<file path="config.mk">
export PLATFORM = sky130hd
export DESIGN_NAME = pimc_core
export DESIGN_NICKNAME = d
export VERILOG_FILES = /design/src/logic/pimc_pkg.sv /design/src/logic/pimc_core.sv /design/src/logic/pimc_ram.sv
export SDC_FILE = /design/constraint.sdc
export NUM_CORES = 1
export LEC_CHECK = 0
export ABC_AREA = 1
export BUFFER_PORTS_ARGS = -buffer_cell sky130_fd_sc_hd__buf_2
export CAP_MARGIN = 10
export CORE_MARGIN = 2
export CORE_UTILIZATION = 30
export CTS_CLUSTER_DIAMETER = 40
export CTS_CLUSTER_SIZE = 20
export DETAILED_ROUTE_END_ITERATION = 10
export HOLD_SLACK_MARGIN = 0.08
export PLACE_DENSITY_LB_ADDON = 0.1
export RECOVER_POWER = 25
export SYNTH_ARGS = -nofsm -noshare
export SYNTH_HDL_FRONTEND = slang
export SYNTH_SLANG_ARGS = --single-unit
</file>
<file path="constraint.sdc">
create_clock -name clock -period 2.8 [get_ports clock]
set_input_delay 0 -clock clock [delete_from_list [all_inputs] [get_ports clock]]
set_output_delay 0 -clock clock [all_outputs]
set_load 0.1 [all_outputs]
</file>
<file path="src/logic/pimc_pkg.sv">
// package for the power, init and measure sequencer
// assumes a 20 MHz clock and a synchronous active-high reset
package pimc_pkg;
  localparam int          CLK_HZ          = 20000000;
  localparam int          INIT_MIN_NS     = 10000;
  localparam int          INIT_MIN_CYC    = (INIT_MIN_NS * 20 + 999) / 1000;
  localparam int          OSC_MAX_S       = 6;
  localparam int          OSC_CYC         = OSC_MAX_S * CLK_HZ;
  localparam logic [11:0] PC_START        = 12'h000;
  localparam logic [7:0]  RAM_SIGNATURE   = 8'hA5;
  localparam logic [11:0] ADC_UNDER       = 12'h000;
  localparam logic [11:0] ADC_OVER        = 12'hFFF;
  localparam int          RAM_WORDS       = 64;
  localparam int          RAM_AW          = 6;
  localparam logic [5:0]  SIG_ADDR        = 6'h3F;
  localparam logic [5:0]  RAM_LAST        = 6'h3F;
  localparam int          SAR_BITS        = 12;
  localparam int          CNT_POS         = 0;
  localparam int          COMP_POS        = 7;
  typedef enum logic [1:0] {
    SEL_IN1, SEL_IN2, SEL_IN3, SEL_IN4
  } pimc_sel_t;
  typedef enum {
    PM_BOOT, PM_RESTART, PM_SIGRD, PM_SIGCHK, PM_CLEAR, PM_ACTIVE,
    PM_DONE, PM_OFF, PM_SUPPLY, PM_CONV, PM_NEXT
  } pimc_mode_t;
endpackage

</file>
<file path="src/logic/pimc_core.sv">
// sequencer for start-up, power modes and ratiometric conversions
// assumes one 20 MHz clock, sys_rst acts as power-up, pins asynchronous
//
// Notes on behaviour
// RULE1 - power-up cold starts at 000 after oscillator wait up to 6 s
// RULE2 - init pin low over 10 us warm starts; restart when released
// RULE3 - every start: pc 000, digit latches cleared, stack level 0
// RULE4 - cold start leaves flags, k latches, segments undefined; warm keeps
// RULE5 - any start turns switched supply off; timers keep their state (cold start here clears them)
// RULE6 - cold clears ram; warm keeps it, except a write in flight
// RULE7 - after init compare signature with A5; mismatch clears ram
// RULE8 - warm start never stops timers; only stop command does (cold start here also stops them)
// RULE9 - off by command only; keeps ram and outputs; wakes on k or init
// RULE10 - k lines all low: any rise wakes; line4 high: fall or rise wakes
// RULE11 - done by command; keeps state; wakes on k, init or timer
// RULE12 - converter powered only while a conversion runs
// RULE13 - measure operand 0..3 sets select latches 010,000,011,001
// RULE14 - supply check and calibrate set first select latch to 1
// RULE15 - switched supply on just before conversions, off right after
// RULE16 - byte operand gives conversion count and compensated choice
// RULE17 - compensated: normal plus swapped conversion, results summed
// RULE18 - 12-bit successive approximation, ratio of input to supply
// RULE19 - underrange 000, overrange FFF set negative; 000 sets zero
// RULE20 - current source on only with its latch set and supply on
// RULE21 - mode tracker: active, done, off, conversion during measures
`timescale 1ns/100ps
module pimc_core
  import pimc_pkg::*;
#(
  parameter int OSC_START_CYC = OSC_CYC
)(
  input  wire logic        clock,
  input  wire logic        sys_rst,
  input  wire logic        init_request_n,
  input  wire logic [3:0]  wake_line_in,
  input  wire logic        timer_wake,
  input  wire logic        off_command,
  input  wire logic        done_command,
  input  wire logic        timer_stop_command,
  input  wire logic        timer_start_command,
  input  wire logic        measure_command,
  input  wire logic        supply_check_command,
  input  wire logic        supply_calibrate_command,
  input  wire logic [1:0]  measure_operand,
  input  wire logic [7:0]  byte_operand,
  input  wire logic [13:0] accum_in,
  input  wire logic        current_enable_write,
  input  wire logic        current_enable_value,
  input  wire logic [3:0]  k_out_write,
  input  wire logic        k_out_write_en,
  input  wire logic        cmp_high,
  input  wire logic        ram_wr_en,
  input  wire logic [5:0]  ram_addr,
  input  wire logic [7:0]  ram_wr_data,
  output      logic [7:0]  ram_rd_data,
  output      logic [11:0] program_counter,
  output      logic [1:0]  stack_level,
  output      logic        select_latch_a,
  output      logic        select_latch_b,
  output      logic        select_latch_c,
  output      logic        current_source_enable_latch,
  output      logic        current_source_on,
  output      logic        switched_sensor_supply,
  output      logic        converter_power,
  output      logic        comparator_swap,
  output      logic [11:0] sar_trial,
  output      logic [13:0] working_accumulator,
  output      logic        negative_flag,
  output      logic        positive_flag,
  output      logic        zero_flag,
  output      logic [3:0]  k_out_latch,
  output      logic        timers_running,
  output      logic        cpu_run,
  output      logic        measure_busy,
  output      logic        mode_done,
  output      logic        mode_off
);
  // -------------------------------------------------------------
  // state record
  // -------------------------------------------------------------
  typedef struct packed {
    logic [2:0]  init_s;
    logic [3:0]  k_s0;
    logic [3:0]  k_s1;
    logic [3:0]  k_s2;
    logic [3:0]  k_sleep;
    logic [27:0] cnt;
    pimc_mode_t  mode;
    logic [11:0] pc;
    logic [1:0]  stk;
    logic        sel_a;
    logic        sel_b;
    logic        sel_c;
    logic        cur_en;
    logic        supply;
    logic        swap;
    logic        check;
    logic        comp;
    logic [6:0]  conv_left;
    logic [3:0]  bit_idx;
    logic [11:0] sar;
    logic [13:0] acc;
    logic        neg;
    logic        pos;
    logic        zero;
    logic [3:0]  k_out;
    logic        tim_run;
    logic [5:0]  clr_addr;
    logic        under;
    logic        over;
  } pimc_state_t;

  pimc_state_t st_reg;
  pimc_state_t st_next;
  logic        init_low;
  logic        init_seen;
  logic [3:0]  k_now;
  logic        k_wake;
  logic        sig_ok;
  logic        ram_we;
  logic [5:0]  ram_a;
  logic [7:0]  ram_d;
  logic [11:0] res;

  // -------------------------------------------------------------
  // pin synchronisers, change counted once stages 2 and 3 agree; init release counts once either is high
  // -------------------------------------------------------------
  assign init_low  = !st_reg.init_s[1] && !st_reg.init_s[2];
  assign k_now     = st_reg.k_s1 & st_reg.k_s2;
  assign init_seen = st_reg.cnt >= 28'(INIT_MIN_CYC);
  // line4 sleeping high: falling line4 or any other rising wakes
  always_comb begin
    if (st_reg.k_sleep == 4'h8) begin
      k_wake = !(st_reg.k_s1[3] | st_reg.k_s2[3]) ||
               ((k_now[2:0]) != 3'h0); // see RULE10
    end else begin
      k_wake = (k_now & ~st_reg.k_sleep) != 4'h0; // see RULE10
    end
  end

  assign sig_ok = ram_rd_data == RAM_SIGNATURE;
  // SAR result is the trial word once all bits are decided
  assign res    = st_reg.sar;

  // -------------------------------------------------------------
  // next state
  // -------------------------------------------------------------
  always_comb begin
    st_next        = st_reg;
    ram_we         = 1'b0;
    ram_a          = ram_addr;
    ram_d          = ram_wr_data;
    st_next.init_s = {st_reg.init_s[1:0], init_request_n};
    st_next.k_s0   = wake_line_in;
    st_next.k_s1   = st_reg.k_s0;
    st_next.k_s2   = st_reg.k_s1;
    if (timer_stop_command) begin
      st_next.tim_run = 1'b0; // see RULE8
    end else if (timer_start_command) begin
      st_next.tim_run = 1'b1;
    end
    if (st_reg.mode == PM_ACTIVE && k_out_write_en) begin
      st_next.k_out = k_out_write;
    end
    if (st_reg.mode == PM_ACTIVE && current_enable_write) begin
      st_next.cur_en = current_enable_value;
    end
    case (st_reg.mode)
      PM_BOOT: begin
        // oscillator start-up wait after power-up
        st_next.cnt = st_reg.cnt + 28'd1;
        if (st_reg.cnt >= 28'(OSC_START_CYC - 1)) begin
          st_next.cnt  = '0;
          // power-up ram is garbage: clear it, never trust the signature
          st_next.mode = PM_CLEAR; // see RULE1 RULE6
        end
      end
      PM_RESTART: begin
        // hold here while the init pin stays low
        if (!init_low) begin
          st_next.mode = PM_SIGRD; // see RULE2
          st_next.cnt  = '0;
        end
      end
      PM_SIGRD: begin
        ram_a        = SIG_ADDR;
        st_next.mode = PM_SIGCHK;
      end
      PM_SIGCHK: begin
        ram_a = SIG_ADDR;
        if (sig_ok) begin
          st_next.mode = PM_ACTIVE; // see RULE7
        end else begin
          st_next.clr_addr = '0;
          st_next.mode     = PM_CLEAR;
        end
      end
      PM_CLEAR: begin
        ram_we = 1'b1;
        ram_a  = st_reg.clr_addr;
        ram_d  = 8'h00; // see RULE6
        st_next.clr_addr = st_reg.clr_addr + 6'd1;
        if (st_reg.clr_addr == RAM_LAST) begin
          st_next.mode = PM_ACTIVE; // see RULE7
        end
      end
      PM_ACTIVE: begin
        ram_we = ram_wr_en;
        if (off_command) begin
          st_next.k_sleep = k_now;
          st_next.mode    = PM_OFF; // see RULE9
        end else if (done_command) begin
          st_next.k_sleep = k_now;
          st_next.mode    = PM_DONE; // see RULE11
        end else if (measure_command || supply_check_command ||
                     supply_calibrate_command) begin
          st_next.check = supply_check_command && !measure_command;
          if (measure_command) begin
            st_next.sel_a = 1'b0; // see RULE13
            st_next.sel_b = measure_operand == SEL_IN1 ||
                            measure_operand == SEL_IN3;
            st_next.sel_c = measure_operand[1];
            st_next.comp  = byte_operand[COMP_POS]; // see RULE16
            st_next.conv_left = (byte_operand[6:0] == 7'd0) ?
                                7'd1 : byte_operand[6:0];
          end else begin
            st_next.sel_a = 1'b1; // see RULE14
            st_next.comp  = 1'b0;
            st_next.conv_left = 7'd1;
          end
          st_next.acc    = '0;
          st_next.swap   = 1'b0;
          st_next.under  = 1'b0;
          st_next.over   = 1'b0;
          st_next.supply = 1'b1; // see RULE15
          st_next.mode   = PM_SUPPLY;
        end
      end
      PM_DONE, PM_OFF: begin
        // timer wake applies to done only
        if (k_wake || (st_reg.mode == PM_DONE && timer_wake &&
                       st_reg.tim_run)) begin
          st_next.mode = PM_ACTIVE; // see RULE21
        end
      end
      PM_SUPPLY: begin
        // one cycle of settling on the freshly switched supply
        st_next.sar     = 12'h800;
        st_next.bit_idx = 4'd11;
        st_next.mode    = PM_CONV; // see RULE12
      end
      PM_CONV: begin
        // compare high keeps the trial bit, swap inverts the sense
        if (!(cmp_high ^ st_reg.swap)) begin
          st_next.sar[st_reg.bit_idx] = 1'b0; // see RULE18
        end
        if (st_reg.bit_idx != 4'd0) begin
          st_next.sar[st_reg.bit_idx - 4'd1] = 1'b1;
          st_next.bit_idx = st_reg.bit_idx - 4'd1;
        end else begin
          st_next.mode = PM_NEXT;
        end
      end
      PM_NEXT: begin
        if (res == ADC_UNDER) st_next.under = 1'b1; // see RULE19
        if (res == ADC_OVER)  st_next.over  = 1'b1; // see RULE19
        st_next.acc = st_reg.acc + 14'(res); // see RULE17
        if (st_reg.comp && !st_reg.swap) begin
          st_next.swap = 1'b1; // see RULE17
          st_next.mode = PM_SUPPLY;
        end else if (st_reg.conv_left > 7'd1) begin
          st_next.conv_left = st_reg.conv_left - 7'd1; // see RULE16
          st_next.swap      = 1'b0;
          st_next.mode      = PM_SUPPLY;
        end else begin
          st_next.supply = 1'b0; // see RULE15
          st_next.swap   = 1'b0;
          st_next.mode   = PM_ACTIVE;
          st_next.neg    = st_reg.under || st_reg.over ||
                           res == ADC_UNDER || res == ADC_OVER;
          st_next.zero   = st_reg.under || res == ADC_UNDER;
          st_next.pos    = 1'b0;
          if (st_reg.check) begin
            // compare supply reading against stored value
            st_next.pos = st_reg.acc + 14'(res) > accum_in;
            st_next.neg = st_reg.acc + 14'(res) < accum_in;
          end
        end
      end
      default: st_next.mode = PM_BOOT;
    endcase
    // warm start: pulse held past minimum width
    if (init_low) begin
      st_next.cnt = (st_reg.cnt == '1) ? st_reg.cnt : st_reg.cnt + 28'd1;
      if (init_seen && st_reg.mode != PM_BOOT) begin
        st_next.mode   = PM_RESTART; // see RULE2
        st_next.pc     = PC_START; // see RULE3
        st_next.stk    = 2'd0; // see RULE3
        st_next.sel_a  = 1'b0; // see RULE3
        st_next.sel_b  = 1'b0;
        st_next.sel_c  = 1'b0;
        st_next.cur_en = 1'b0;
        st_next.supply = 1'b0; // see RULE5
        st_next.swap   = 1'b0;
        // flags, k latches and timers deliberately untouched
        st_next.neg    = st_reg.neg; // see RULE4
        st_next.pos    = st_reg.pos; // see RULE4
        st_next.zero   = st_reg.zero; // see RULE4
        st_next.tim_run = st_reg.tim_run; // see RULE8
      end
    end else if (st_reg.mode != PM_BOOT) begin
      st_next.cnt = '0;
    end
  end

  // -------------------------------------------------------------
  // registers; cold start clears latches, pc and stack
  // -------------------------------------------------------------
  always_ff @(posedge clock) begin
    if (sys_rst) begin
      st_reg         <= '0;
      st_reg.init_s  <= 3'h7;
      st_reg.mode    <= PM_BOOT; // see RULE1
      st_reg.pc      <= PC_START; // see RULE3
    end else begin
      st_reg <= st_next;
    end
  end

  // write in flight at init may still land in ram
  pimc_ram u_ram (
    .clock   (clock),
    .wr_en   (ram_we), // see RULE6
    .addr    (ram_a),
    .wr_data (ram_d),
    .rd_data (ram_rd_data)
  );

  // -------------------------------------------------------------
  // outputs
  // -------------------------------------------------------------
  assign program_counter  = st_reg.pc;
  assign stack_level      = st_reg.stk;
  assign select_latch_a   = st_reg.sel_a;
  assign select_latch_b   = st_reg.sel_b;
  assign select_latch_c   = st_reg.sel_c;
  assign current_source_enable_latch = st_reg.cur_en;
  assign current_source_on = st_reg.cur_en && st_reg.supply; // see RULE20
  assign switched_sensor_supply = st_reg.supply;
  assign converter_power  = st_reg.mode == PM_CONV; // see RULE12
  assign comparator_swap  = st_reg.swap;
  assign sar_trial        = st_reg.sar;
  assign working_accumulator = st_reg.acc;
  assign negative_flag    = st_reg.neg;
  assign positive_flag    = st_reg.pos;
  assign zero_flag        = st_reg.zero;
  assign k_out_latch      = st_reg.k_out; // see RULE9
  assign timers_running   = st_reg.tim_run; // see RULE5
  assign cpu_run          = st_reg.mode == PM_ACTIVE;
  assign measure_busy     = st_reg.mode == PM_SUPPLY ||
                            st_reg.mode == PM_CONV ||
                            st_reg.mode == PM_NEXT;
  assign mode_done        = st_reg.mode == PM_DONE;
  assign mode_off         = st_reg.mode == PM_OFF;
endmodule // pimc_core

</file>
<file path="src/logic/pimc_ram.sv">
// small single-port ram holding the working data
// assumes one clock; read data comes out of a register
`timescale 1ns/100ps
module pimc_ram
  import pimc_pkg::*;
(
  input  wire logic              clock,
  input  wire logic              wr_en,
  input  wire logic [RAM_AW-1:0] addr,
  input  wire logic [7:0]        wr_data,
  output      logic [7:0]        rd_data
);
  logic [7:0] mem_reg [RAM_WORDS];
  // no reset: contents must survive warm starts
  always_ff @(posedge clock) begin
    if (wr_en) begin
      mem_reg[addr] <= wr_data;
    end
    rd_data <= mem_reg[addr];
  end
endmodule // pimc_ram

</file>
* Yosys cells after proc, flatten, opt, wreduce, memory -nomap -nowiden
Memory sizes are Yosys's and may differ from the RTL's. A register that Yosys moved wholly into a read port is not among the register bits.
Index checks and enable logic that the tools add are counted.
** Storage, ports and cells
- Output and inout bits :: 68
- Bits in writable memories :: 512
- Latch bits :: 0
- Bits in read-only memories :: 0
- Memories kept :: 1
- Word-level logic and storage cells :: 211
- Register bits after elaboration :: 140
** Memories
- u_ram.mem_reg :: depth 64, bits a word 8, rd ports 1, clocked after Yosys merged registers in 1, wr ports 1, line pimc_ram.sv:13 : logic [7:0] mem_reg [RAM_WORDS];
** Cells by class
- Multipliers :: 0
- Bitwise gates (word level) :: 10
- Shift-type cells :: 0
- Magnitude comparators :: 9
- Muxes and demuxes :: 75
- Reductions and logical operators :: 51
- Add/sub/neg operators :: 5
- Div/mod/pow operators :: 0
- Equal/unequal tests :: 33
** Operators by type and width (count)
- one-hot mux 32 bit (10 select lines) :: 1
- == test 32 x 4 -> 1 bit, second input constant :: 6
- two-way mux 32 bit :: 6
- == test 32 x 3 -> 1 bit, second input constant :: 4
- two-way mux 60 bit :: 2
- two-way mux 52 bit :: 2
- == test 32 x 5 -> 1 bit, second input constant :: 3
- two-way mux 28 bit :: 3
- == test 32 x 2 -> 1 bit, second input constant :: 2
- one-hot mux 28 bit (2 select lines) :: 1
- two-way mux 14 bit :: 3
- two-way mux 11 bit :: 3
- == test 32 x 1 -> 1 bit, second input constant :: 1
- zero test 32 bit :: 1
- one-hot mux 16 bit (2 select lines) :: 1
- nonzero test 32 bit :: 1
- adder 28 x 1 -> 28 bit, second input constant :: 1
- == test 28 bit, second input constant :: 1
- >= comparator 28 x 27 -> 1 bit, second input constant :: 1
- >= comparator 28 x 8 -> 1 bit, second input constant :: 1
- one-hot mux 14 bit (2 select lines) :: 1
- two-way mux 3 bit :: 9
- two-way mux 12 bit :: 2
- one-hot mux 6 bit (2 select lines) :: 2
- 48 further kinds :: 125

* Depth between registers and ports, before layout
Gate-level depths: netlist (run 1).
- Depth after elaboration :: 11
- Mapped depth :: 18
- Depth with buffers taken out :: 18

* Hierarchy
A second synthesis (run 1) with hierarchy kept.
** Second synthesis, totals
- Cells, all modules :: 3349
- Area, all modules :: 30065.1 um^2
** By module, submodules not included
- pimc_ram :: sequential area each 15534.9 um^2, area each 22044.9 um^2, cells each 2167, times used 1
- pimc_core :: sequential area each 2802.7 um^2, area each 8020.2 um^2, cells each 1182, times used 1

* Worst setup path before layout (run 1)
OpenSTA, ideal clock, no wires.
- Path type :: reg-to-reg
- From :: register st_reg[101] in the netlist's numbering
- To :: register st_reg[75] in the netlist's numbering
- Slack :: -205 ps
- Stages on the path, launching flop included :: 15
- Arrival time :: 2948 ps
- Buffers on the path :: 1
- Data required time :: 2744 ps
- Cells stage by stage :: dfxtp_1 -> nor2_1 -> nand2_1 -> nor2_2 -> nand2_2 -> buf_6 -> nor3_1 -> inv_1 -> nor2_1 -> nand3_1 -> a21oi_1 -> nor3_1 -> nand3_1 -> nand2_1 -> inv_1
** Between the ends
- Cells in the longest elaborated chain, start to end :: 8
- Elaborated cells on any way between the ends :: 22
** Ends and longest elaborated chain
- from (decl) :: line pimc_core.sv:113 : pimc_state_t st_reg;
- from (signal assigned) :: line pimc_core.sv:326 : st_reg <= st_next;
- == test 32 x 4 -> 1 bit *
- net mode_done :: line pimc_core.sv:75 : output logic mode_done,
- logical AND 1 bit * (2 in a row) :: line pimc_core.sv:241 : if (k_wake || (st_reg.mode == PM_DONE && timer_wake &&
- logical OR 1 bit * :: line pimc_core.sv:241
- two-way mux 32 bit * :: line pimc_core.sv:241
- one-hot mux 32 bit (10 select lines) * :: line pimc_core.sv:168 : case (st_reg.mode)
- two-way mux 52 bit :: line pimc_core.sv:295 : if (init_seen && st_reg.mode != PM_BOOT) begin
- two-way mux 52 bit * :: line pimc_core.sv:293 : if (init_low) begin
Mark *: on every way through the listed nets, which the timed path passes. The rest lies on a longest branch.
A chain may end at the register's enable or synchronous reset.

* Worst setup path after layout (run 1)
- From :: register st_reg[92] in the netlist's numbering
- To :: register st_reg, in the netlist k_out_latch[0]
** Between the ends
- Cells in the longest elaborated chain, start to end :: 2
** Ends and longest elaborated chain
- == test 32 x 4 -> 1 bit :: line pimc_core.sv:162 : if (st_reg.mode == PM_ACTIVE && k_out_write_en) begin
- logical AND 1 bit :: line pimc_core.sv:162
No other way between the ends.

==> run_results.csv, run 1 <==
group,metric,value,unit
critical_path,critPathMostFrequentCell,"sky130_fd_sc_hd__nor2_1",
logic_synthesis,synth_edf_count,512,
logic_synthesis,synth_seq_area_share,60.5,%
floorplanning,floorplan_die_width,322,µm
sta,finalSetupTns,-522,ps
placed_design,place.port_buffers,115,
placed_design,routabilityCongestion,0.848,
critical_path,critical-path-slowest-cell,"sky130_fd_sc_hd__dlygate4sd3_1",
floorplanning,overall_die_area,104000,µm²
min_path,hold_class,"input port to register",
cells_and_area,finish.net_count,3748,
cells_and_area,max_ffs_per_register,512,
critical_path,critPathMaxStageDelay,580,ps
cells_and_area,final_cell_area,41200,µm²
status,outcome,"finished with violations",
cells_and_area,multi_input_comb_area,10100,µm²
critical_path,worst_r2r_startpoint,"st_reg[92]$_SDFF_PP0_",
global_routing,number_of_antenna_violations_at_the_first_check_in_global_routing,1,
logic_synthesis,synthArstFlopShare,0,%
clocking,cts_tree,"done",
sta,slew-limit-headroom,19.7,%
status,violations,"setup timing",
detailed_routing,routed_wirelength,97.3,mm
logic_synthesis,syn-mean-instance-area,9.69,µm²
logic_synthesis,synth_top_cell_area_share,50.8,%
sta,maximum_achievable_frequency,0.342,GHz
sta,worst_clock_skew,47.0,ps
logic_synthesis,synth_area,30300,µm²
sta,final_period_utilization,105,%
pwr,standby_leakage_power,0.0169,µW
cells_and_area,fill_cells,9782,
sta,setup_slack,-127,ps
detailed_routing,vias_per_cell,4.63,
cells_and_area,syn2layout_area_growth,36.2,%
logic_synthesis,postSynthCellCount,3127,
critical_path,worstPathCellList,"nor2_1 > nand2_1 > nor2_1 > nand2_1 > nor2_1 > buf_6 > nand3_4 > buf_6 > nor3_1 > dlygate4sd3_1 > nor2_1 > dlygate4sd3_1",
critical_path,timing.critical_path.from_type,"register",
critical_path,worstReg2RegEnd,"k_out_latch[0]$_SDFFE_PP0P_",
floorplanning,ioPinCount,130,
detailed_routing,drc,0,
pwr,largest_vdd_supply_drop,0.510,mV
clocking,total_clock_buffers_created_by_cts,118,
floorplanning,fp.coreArea,100000,µm²
critical_path,worst_setup_path_class,"register to register",
global_routing,grt_pass1_wl,141,mm
min_path,worst_hold_path.endpoint,"u_ram.mem_reg[11][5]$_DFFE_PP_",
cells_and_area,final_core_util,41.2,%
job,drv.max_cap_violation_count,0,
logic_synthesis,yosys.area.top_type,"sky130_fd_sc_hd__edfxtp_1",
detailed_routing,first_pass_iters,5,
detailed_routing,detail-route-antenna-nets,0,
sta,finalWorstPathRequiredPeriod,2930,ps
floorplanning,chipHeight,322,µm
critical_path,setup_slack_on_the_worst_flop_to_flop_path,-130,ps
placed_design,dpl-instance-area,34100,µm²
clocking,cts.reportedPaths.clkPinSlew,50,ps
logic_synthesis,yosys_warnings,0,
clocking,cts.sinks,660,
sta,hold_viol_final,0,
critical_path,critical_path_arrival,3500,ps
sta,setup_viol,11,
detailed_routing,avgRoutedWirePerCell,19.3,µm
critical_path,crit_path_end_kind,"register",
logic_synthesis,synth_unique_cells,52,
placed_design,place_hpwl,60.4,mm
critical_path,worstRegToRegCells,12,
sta,hold_ws,108,ps
detailed_routing,via_count_of_the_routed_design,23400,
clocking,cts_root_buf,"sky130_fd_sc_hd__clkbuf_16",
critical_path,highest_fanout_seen_on_the_critical_path,9,
clocking,max-clock-path-buffers,3,
detailed_routing,drt_iter0_drc,1417,
logic_synthesis,top_reg_cell_synth,"sky130_fd_sc_hd__edfxtp_1",
floorplanning,initial_utilization,30.2,%
floorplanning,row_count,116,
sta,tightestPinTransition,1210,ps
logic_synthesis,yosys_register_bits,660,
global_routing,largest_net_degree_at_the_start_of_global_routing,97,
logic_synthesis,synthTopCellsByArea,"sky130_fd_sc_hd__edfxtp_1 51%, sky130_fd_sc_hd__dfxtp_1 9.8%, sky130_fd_sc_hd__nand2_1 7.9%, sky130_fd_sc_hd__inv_1 6.3%, sky130_fd_sc_hd__nand3_1 5.2%",
global_routing,grt_pass1_vias,23300,
clocking,cts_htree_levels,3,
cells_and_area,final_layout_size_suffix_gt1_share,22.7,%
clocking,clock_insertion_delay_worst_skew,700,ps
critical_path,timing.critical_path.required,3380,ps
min_path,worst_hold_path_startpoint,"ram_addr[4]",
cells_and_area,num_antenna_cells,0,
sta,rsz_0062_raised_after_global_routing,"true",
min_path,worstHoldPathCells,6,
cells_and_area,seqCellArea,18300,µm²
global_routing,global_route.usage.total,17.9,%
global_routing,globalRoute.totalOverflow,0,
pwr,pwr_density_cell,650,nW/µm²
sta,maxSlewViolCount,0,
-- where the power goes --
group          leakage, µW  switching, µW  internal (µW)  total [µW]
logic              0.00915           1140            551        1690
registers          0.00581           46.0          10600       10700
clock network      0.00194           5140           9320       14500
-- worst max-delay path, delay by kind of cell, from the launching register on --
| family | cells | cell delay, ps |
|---|---|---|
| buffers and inverters | 4 | 1460 |
| and+or+nand+nor | 8 | 1050 |
| DFF | 1 | 290 |
-- cell usage after synthesis (all sizes together), types with 31 or more instances --
| cell type | count |
|---|---|
| nand4 | 59 |
| dfxtp | 148 |
| ha | 31 |
| o21ai | 87 |
| nor3 | 45 |
| edfxtp | 512 |
| nand3b | 170 |
| nand3 | 317 |
| a21oi | 74 |
| nand2 | 646 |
| nor2 | 256 |
| inv | 516 |
| buf | 137 |
-- worst max path at each step --
stage,cells after the start,from,endpoint,slack (ps)
after global routing,12,st_reg[106]$_SDFF_PP0_,k_out_latch[0]$_SDFFE_PP0P_,-300
after CTS,16,sar_trial[0]$_SDFFE_PP0P_,negative_flag$_SDFFE_PP0P_,-180
after detailed placement,16,working_accumulator[0]$_SDFFE_PP0P_,positive_flag$_SDFFE_PP0P_,-480
after floorplan,7,st_reg[81]$_SDFF_PP0_,u_ram.mem_reg[0][0]$_DFFE_PP_,-130
after global placement,16,working_accumulator[0]$_SDFFE_PP0P_,positive_flag$_SDFFE_PP0P_,-500
final,12,st_reg[92]$_SDFF_PP0_,k_out_latch[0]$_SDFFE_PP0P_,-130
-- cells in the final DEF (no fill, tap or decap), types with 79 or more instances in the layout --
cell / instances
sky130_fd_sc_hd__clkbuf_16: 134
sky130_fd_sc_hd__nand3b_1: 170
sky130_fd_sc_hd__nand2_1: 577
sky130_fd_sc_hd__dlygate4sd3_1: 79
sky130_fd_sc_hd__nand3_1: 276
sky130_fd_sc_hd__inv_1: 500
sky130_fd_sc_hd__dfxtp_1: 145
sky130_fd_sc_hd__nor2_1: 169
sky130_fd_sc_hd__buf_4: 198
sky130_fd_sc_hd__edfxtp_1: 512
-- cell families (layout without fill, tap and decap cells) --
| group | count (synthesis) | in the layout | share of synthesized area [%] |
|---|---|---|---|
| adder cells (fa/ha/maj) | 32 | 32 | 1.35 |
| XOR/XNOR | 29 | 29 | 0.839 |
| AO/OA/AOI/OAI | 215 | 215 | 4.06 |
| flip-flops | 660 | 660 | 60.5 |
| buffers and inverters | 683 | 1268 | 9.85 |
| AND/OR/NAND/NOR | 1507 | 1507 | 23.4 |
| other | 1 | 42 | 0.0124 |
-- layout make-up --
type,instances,share of cell area (%)
clock buffer,141,7.42
clock inverter,78,2.45
inverter,517,4.77
multi-input combinational,1825,24.6
sequential,660,44.5
tap,1298,3.94
timing repair buffer,532,12.4
-- stage by stage --
step,std cells,setup WS [ps],total power (µW)
final,5051,-127,26800
after global routing,5051,-305,27700
after CTS,4986,-177,26900
after detailed placement,4676,-484,12200
after global placement,4676,-497,12200
after floorplan,3168,-131,11600
-- routing by layer --
metal	vias to the layer above	wire [µm]	GRT usage, %
li1	11400	-	-
met5	-	11	0
met2	515	47800	31.1
met1	11400	43200	22.7
met4	2	2420	5.31
met3	144	3980	2.97
-- what timing repair did --
item	CTS	global route
hold endpoints to repair	434	1
gates resized for setup	44	327
cloned	2	21
hold buffers	81	1
setup buffers	8	49
pin swaps	18	118
endpoints found under the setup margin	275	493
No activity file was read; power rests on OpenSTA's default activity.
==> inputs of run 2 (changes only) <==
--- a/config.mk
+++ b/config.mk
@@ -7,14 +7,12 @@
 export LEC_CHECK = 0
 export ABC_AREA = 1
 export BUFFER_PORTS_ARGS = -buffer_cell sky130_fd_sc_hd__buf_2
-export CAP_MARGIN = 10
-export CORE_MARGIN = 2
 export CORE_UTILIZATION = 30
 export CTS_CLUSTER_DIAMETER = 40
 export CTS_CLUSTER_SIZE = 20
 export DETAILED_ROUTE_END_ITERATION = 10
 export HOLD_SLACK_MARGIN = 0.08
-export PLACE_DENSITY_LB_ADDON = 0.1
+export PLACE_DENSITY = 0.46
 export RECOVER_POWER = 25
 export SYNTH_ARGS = -nofsm -noshare
 export SYNTH_HDL_FRONTEND = slang
==> run_results.csv, run 2 (synthesis gave the netlist of run 1 again) <==
group,metric,value,unit
status,outcome,"finished with violations",
status,violations,"setup timing",
critical_path,highest_fanout_seen_on_the_critical_path,3,
cells_and_area,finish.net_count,3743,
clocking,total_clock_buffers_created_by_cts,107,
clocking,clock_insertion_delay_worst_skew,680,ps
critical_path,critical_path.n_buffers_inverters,2,
placed_design,dp_slack,-360,ps
global_routing,largest_net_degree_at_the_start_of_global_routing,70,
critical_path,critPathMaxStageDelay,350,ps
cells_and_area,layout.cells.most_common,"sky130_fd_sc_hd__nand2_1",
critical_path,worstPathCellList,"ha_4 > inv_2 > fa_2 > nand3b_1 > and2_4 > nor3_4 > nor2_2 > o31ai_2 > xor2_1 > ha_1 > nand4_1 > buf_4 > nor3_2 > nand3_1 > nand4_1 > a21oi_1",
global_routing,number_of_antenna_violations_at_the_first_check_in_global_routing,1,
sta,slew-limit-headroom,17.1,%
floorplanning,fp.coreArea,100000,µm²
sta,worst_clock_skew,33.5,ps
clocking,cts_htree_levels,3,
min_path,hold_class,"input port to register",
global_routing,grt_pass1_vias,22200,
floorplanning,floorplan_die_width,320,µm
clocking,cts_root_buf,"sky130_fd_sc_hd__clkbuf_16",
placed_design,routabilityCongestion,0.878,
global_routing,grt_pass1_wl,136,mm
critical_path,critPathMostFrequentCell,"sky130_fd_sc_hd__nand4_1",
critical_path,crit_path_end_kind,"register",
job,drv.max_cap_violation_count,0,
detailed_routing,drt_iter0_drc,1407,
sta,tightestPinTransition,1250,ps
global_routing,global_route.usage.total,17.6,%
detailed_routing,via_count_of_the_routed_design,23100,
critical_path,worstReg2RegEnd,"positive_flag$_SDFFE_PP0P_",
sta,hold_viol_final,0,
cells_and_area,final_layout_size_suffix_gt1_share,21.6,%
cells_and_area,fill_cells,9805,
sta,maxSlewViolCount,0,
pwr,largest_vdd_supply_drop,0.472,mV
floorplanning,overall_die_area,102000,µm²
critical_path,path_delay_family,"simple AND/OR/NAND/NOR gates",
critical_path,critPathLaunch,"sar_trial[0]$_SDFFE_PP0P_",
placed_design,place_hpwl,60.7,mm
pwr,pwr_density_cell,643,nW/µm²
critical_path,worst_setup_path_class,"register to register",
sta,finalWorstPathRequiredPeriod,2930,ps
critical_path,critical_path_arrival,3430,ps
critical_path,timing.critical_path.from_type,"register",
sta,final_period_utilization,105,%
detailed_routing,detail-route-antenna-nets,0,
clocking,cts.sinks,660,
sta,maximum_achievable_frequency,0.341,GHz
detailed_routing,routed_wirelength,95.0,mm
detailed_routing,first_pass_iters,7,
critical_path,timing.critical_path.required,3300,ps
critical_path,path_depth,16,
clocking,cts_tree,"done",
clocking,max-clock-path-buffers,3,
critical_path,crit_end,"positive_flag$_SDFFE_PP0P_",
floorplanning,initial_utilization,30.3,%
sta,setup_slack,-131,ps
pwr,standby_leakage_power,0.0168,µW
detailed_routing,avgRoutedWirePerCell,18.8,µm
sta,rsz_0062_raised_after_global_routing,"true",
critical_path,worstRegToRegCells,16,
floorplanning,ioPinCount,130,
floorplanning,row_count,116,
critical_path,critical-path-slowest-cell,"sky130_fd_sc_hd__dfxtp_2",
clocking,cts.reportedPaths.clkPinSlew,50,ps
critical_path,worst_r2r_startpoint,"sar_trial[0]$_SDFFE_PP0P_",
sta,setup_viol,18,
global_routing,globalRoute.totalOverflow,0,
cells_and_area,max_ffs_per_register,512,
pwr,p_total,26100,µW
detailed_routing,drc,0,
detailed_routing,vias_per_cell,4.58,
floorplanning,chipHeight,320,µm
critical_path,setup_slack_on_the_worst_flop_to_flop_path,-130,ps
cells_and_area,syn2layout_area_growth,34.2,%
cells_and_area,highest_count_cells_in_the_layout_ignoring_fill_and_taps,"598 x sky130_fd_sc_hd__nand2_1, 512 x sky130_fd_sc_hd__edfxtp_1, 495 x sky130_fd_sc_hd__inv_1",
placed_design,place.port_buffers,115,
run 2: how the worst min path moves through the flow:
stage / start / cells past startpoint / endpoint
floorplan: measure_operand[0] / 1 / select_latch_b$_SDFF_PP0_
global placement: measure_operand[0] / 2 / select_latch_b$_SDFF_PP0_
detailed placement: measure_operand[0] / 2 / select_latch_b$_SDFF_PP0_
CTS: accum_in[12] / 7 / positive_flag$_SDFFE_PP0P_
global route: accum_in[6] / 8 / positive_flag$_SDFFE_PP0P_
finish: accum_in[12] / 7 / positive_flag$_SDFFE_PP0P_
run 2: per-layer routing:
layer	GRT usage, %	up-vias	wire (µm)
met4	5.96	2	2970
met1	23.0	11000	42600
met3	2.81	157	4950
li1	-	11400	-
met5	0	-	11
met2	29.4	588	44500
run 2: worst register-to-register path: cells and delay by family (launching register included):
kind / cells / cell delay (ps)
xor gates and xnor gates: 1 / 130
DFF: 1 / 350
AOI/OAI and AO/OA: 2 / 280
and+or+nand+nor: 8 / 1040
adders and majority gates: 3 / 790
buffers and inverters: 2 / 210
run 2: what timing repair did:
item | 4_1_cts | 5_1_grt
setup buffers | 8 | 49
hold endpoints to repair | 334 | 0
gates cloned | 1 | 16
gates resized for setup | 22 | 233
pin swaps | 13 | 99
endpoints found under the setup margin | 293 | 470
hold buffers | 74 | 0
run 2: area by class of cell:
cell class	instances	area (µm²)	share of cell area, %
Sequential cell	660	18300	45.1
Clock inverter	86	1030	2.53
Inverter	517	1960	4.83
Tap cell	1298	1620	4.00
Multi-Input combinational cell	1825	9820	24.2
Antenna cell	1	2.50	0.00616
Timing Repair Buffer	538	5080	12.5
Clock buffer	117	2790	6.86
run 2: metrics by stage:
stage	utilization, %	hold WS (ps)	instances	instance area (µm²)	TNS, ps
after detailed placement	34.4	184	4697	34400	-14290
after global routing	40.6	213	5041	40600	-93490
after CTS	39.1	111	4983	39100	-178
after global placement	34.4	177	4697	34400	-6850
after floorplan	-	89.4	3168	30500	-67410
final	40.6	162	5042	40600	-613
run 2: power by group:
part	internal [µW]	total [µW]	switching [µW]
logic	575	1720	1150
registers	10600	10600	42.4
clock network	8710	13800	5070
total	19900	26100	6260
==> inputs of run 3 (changes only) <==
--- a/config.mk
+++ b/config.mk
@@ -5,8 +5,8 @@
 export SDC_FILE = /design/constraint.sdc
 export NUM_CORES = 1
 export LEC_CHECK = 0
-export ABC_AREA = 1
 export BUFFER_PORTS_ARGS = -buffer_cell sky130_fd_sc_hd__buf_2
+export CAP_MARGIN = 10
 export CORE_UTILIZATION = 30
 export CTS_CLUSTER_DIAMETER = 40
 export CTS_CLUSTER_SIZE = 20
==> run_results.csv, run 3 <==
group,metric,value,unit
sta,worst_clock_skew,52.2,ps
clocking,cts.reportedPaths.clkPinSlew,50,ps
pwr,p_clk_share,51.6,%
detailed_routing,drt_iter0_drc,1168,
detailed_routing,first_pass_iters,6,
global_routing,globalRoute.totalOverflow,0,
detailed_routing,detail-route-antenna-nets,0,
sta,setup_slack,-526,ps
critical_path,timing.critical_path.from_type,"register",
logic_synthesis,synthArstFlopShare,0,%
cells_and_area,final_core_util,45.3,%
floorplanning,overall_die_area,92700,µm²
critical_path,worst_setup_path_class,"register to register",
detailed_routing,drc,0,
logic_synthesis,yosys_register_bits,660,
sta,finalSetupTns,-68700,ps
logic_synthesis,top_reg_cell_synth,"sky130_fd_sc_hd__edfxtp_1",
floorplanning,ioPinCount,130,
global_routing,largest_net_degree_at_the_start_of_global_routing,65,
pwr,p_int,19500,µW
floorplanning,chipHeight,304,µm
job,drv.max_cap_violation_count,0,
clocking,cts.sinks,660,
cells_and_area,syn2layout_area_growth,49.1,%
floorplanning,fp.coreArea,90300,µm²
global_routing,grt_pass1_vias,19500,
logic_synthesis,synth_edf_count,512,
logic_synthesis,synth_area,27400,µm²
logic_synthesis,combinational_family_with_the_most_area_after_synthesis,"simple AND/OR/NAND/NOR gates",
logic_synthesis,yosys.cell_count.top_type,"sky130_fd_sc_hd__edfxtp_1",
pwr,combinationalPowerShare,6.6,%
placed_design,place.port_buffers,115,
pwr,power_frac_seq,41.8,%
cells_and_area,highest_count_cells_in_the_layout_ignoring_fill_and_taps,"512 x sky130_fd_sc_hd__edfxtp_1, 246 x sky130_fd_sc_hd__buf_4, 177 x sky130_fd_sc_hd__mux2i_1",
clocking,cts_tree,"done",
global_routing,number_of_antenna_violations_at_the_first_check_in_global_routing,7,
logic_synthesis,postSynthCellCount,2065,
critical_path,setup_slack_on_the_worst_flop_to_flop_path,-530,ps
detailed_routing,avgRoutedWirePerCell,21.5,µm
sta,tightestPinTransition,964,ps
cells_and_area,layout.cells.most_common,"sky130_fd_sc_hd__edfxtp_1",
placed_design,dpl-instance-area,32300,µm²
logic_synthesis,synth_top_cell_area_share,56.0,%
critical_path,timing.critical_path.required,3390,ps
logic_synthesis,synth_unique_cells,71,
logic_synthesis,synthTopCellsByArea,"sky130_fd_sc_hd__edfxtp_1 56%, sky130_fd_sc_hd__dfxtp_1 11%, sky130_fd_sc_hd__mux2i_1 8.8%, sky130_fd_sc_hd__nor2_1 2.6%, sky130_fd_sc_hd__o22ai_1 2.6%",
pwr,largest_vdd_supply_drop,0.687,mV
clocking,total_clock_buffers_created_by_cts,105,
sta,rsz_0062_raised_after_global_routing,"true",
logic_synthesis,yosys.area_share.adder,1.49,%
sta,maximum_achievable_frequency,0.301,GHz
sta,maxSlewViolCount,0,
logic_synthesis,synth_compound_area_share,8.11,%
pwr,power.switching,5940,µW
cells_and_area,finalNonFillerCells,3962,
clocking,max-clock-path-buffers,3,
logic_synthesis,synth_simple_gate_area_share,9.81,%
sta,setup_viol,509,
sta,finalWorstPathRequiredPeriod,3330,ps
floorplanning,floorplan_die_width,304,µm
cells_and_area,finish.net_count,2787,
floorplanning,row_count,110,
status,violations,"setup timing",
cells_and_area,max_ffs_per_register,512,
detailed_routing,via_count_of_the_routed_design,19500,
placed_design,dp.cells,3550,
placed_design,routabilityCongestion,0.863,
clocking,clock_insertion_delay_worst_skew,680,ps
pwr,standby_leakage_power,0.0148,µW
pwr,pwr_density_cell,623,nW/µm²
logic_synthesis,synthXorXnorAreaFrac,1.12,%
clocking,cts_root_buf,"sky130_fd_sc_hd__clkbuf_16",
min_path,hold_class,"input port to register",
pwr,p_total,25500,µW
sta,slew-limit-headroom,35.0,%
critical_path,highest_fanout_seen_on_the_critical_path,2,
logic_synthesis,syn-mean-instance-area,13.3,µm²
detailed_routing,vias_per_cell,4.91,
logic_synthesis,yosys.area.top_type,"sky130_fd_sc_hd__edfxtp_1",
cells_and_area,final_layout_size_suffix_gt1_share,40.0,%
floorplanning,initial_utilization,30.4,%
global_routing,global_route.usage.total,17.7,%
logic_synthesis,yosys_warnings,0,
global_routing,grt_pass1_wl,124,mm
sta,final_period_utilization,119,%
logic_synthesis,synth.area.mux_share,9.04,%
critical_path,critical_path_arrival,3920,ps
logic_synthesis,synth_top_cells_by_count,"512 x sky130_fd_sc_hd__edfxtp_1, 241 x sky130_fd_sc_hd__mux2i_1, 190 x sky130_fd_sc_hd__nor2_1, 148 x sky130_fd_sc_hd__dfxtp_1, 113 x sky130_fd_sc_hd__o22ai_1",
clocking,cts_htree_levels,3,
logic_synthesis,synth_seq_area_share,66.8,%
detailed_routing,routed_wirelength,85.1,mm
cells_and_area,final_cell_area,40900,µm²
pwr,netSwitchingFraction,23.3,%
status,outcome,"finished with violations",
placed_design,place_hpwl,53.9,mm
critical_path,crit_path_end_kind,"register",
sta,hold_viol_final,0,
run 3: changes by cell type after synthesis, sizes merged, moves of 31 or more:
cell | previous run | this run
buf | 137 | 89
o22ai | 2 | 113
inv | 516 | 39
nand2 | 646 | 102
nand3b | 170 | 1
nand3 | 317 | 49
nand4 | 59 | 28
mux2i | 0 | 241
nor2 | 256 | 190
run 3: power by group through the flow:
stage | Sequential (µW) | Clock (µW) | Combinational, µW
floorplan | 11000 | 0 | 600
global placement | 10800 | 0 | 1270
detailed placement | 10800 | 0 | 1280
CTS | 10600 | 13400 | 1570
global route | 10600 | 13800 | 1760
finish | 10600 | 13100 | 1680
run 3: final cells by class:
| class | instances | area, µm² |
|---|---|---|
| clock inverter | 76 | 846 |
| fill | 7960 | 49400 |
| tap | 1176 | 1470 |
| timing repair buffer | 626 | 6500 |
| sequential | 660 | 18400 |
| inverter | 39 | 150 |
| clock buffer | 120 | 2780 |
| antenna | 4 | 10.0 |
| multi-input combinational | 1261 | 10800 |
run 3: cells by family after synthesis:
logic type,count (synthesis)
and+or+nand+nor,549
xor gates and xnor gates,35
buffers and inverters,186
muxes,247
DFF,660
other,1
adders and majority gates,32
AOI/OAI and AO/OA,355
run 3: per-stage QoR:
step                setup slack, ps  hold slack (ps)
CTS                            -609              101
detailed placement             -656              191
global placement               -648              186
floorplan                      -289             95.6
finish                         -526             94.5
global route                   -797              144
run 3: repair_timing:
action                     4_1_cts  5_1_grt
hold buffers                    66        0
hold endpoints to repair       361        0
setup buffers                   78       79
setup endpoints to repair      557      710
pin swaps                      122      163
gates cloned                    12        5
resized for setup              286      318
run 3: metal layers:
metal / part of all wire (%) / track usage, % / wire [µm] / vias up
met4: 2.3 / 4.92 / 1940 / 2
li1: - / - / - / 9080
met5: 0.015 / 0 / 13 / -
met3: 4.6 / 3.43 / 3900 / 134
met1: 45 / 23.6 / 38000 / 9740
met2: 48 / 29.2 / 41300 / 511
run 3: worst max-delay path: stages, from the launching register on:
cell	delay, ps
sky130_fd_sc_hd__dfxtp_4	350
sky130_fd_sc_hd__ha_4	140
sky130_fd_sc_hd__inv_2	30
sky130_fd_sc_hd__fa_2	340
sky130_fd_sc_hd__nor2b_2	130
sky130_fd_sc_hd__o21ai_2	70
sky130_fd_sc_hd__a21boi_2	150
sky130_fd_sc_hd__o21a_1	170
sky130_fd_sc_hd__o21ai_2	90
sky130_fd_sc_hd__a21oi_2	170
sky130_fd_sc_hd__nor2_2	70
sky130_fd_sc_hd__a21boi_2	170
sky130_fd_sc_hd__xor2_1	180
sky130_fd_sc_hd__ha_1	270
sky130_fd_sc_hd__nand3_2	100
sky130_fd_sc_hd__nor2_4	50
sky130_fd_sc_hd__a211oi_1	230
sky130_fd_sc_hd__a31oi_1	150
sky130_fd_sc_hd__a211o_1	240
sky130_fd_sc_hd__a21oi_1	140
run 3: final timing paths:
kind / to / from / cells past startpoint
setup / recovery: negative_flag$_SDFFE_PP0P_ / sar_trial[0]$_SDFFE_PP0P_ / 19
hold / removal: positive_flag$_SDFFE_PP0P_ / accum_in[11] / 7
setup reg to reg: negative_flag$_SDFFE_PP0P_ / sar_trial[0]$_SDFFE_PP0P_ / 19
hold reg to reg: st_next[153]$_SDFF_PP1_ / st_next[152]$_SDFF_PP1_ / 1
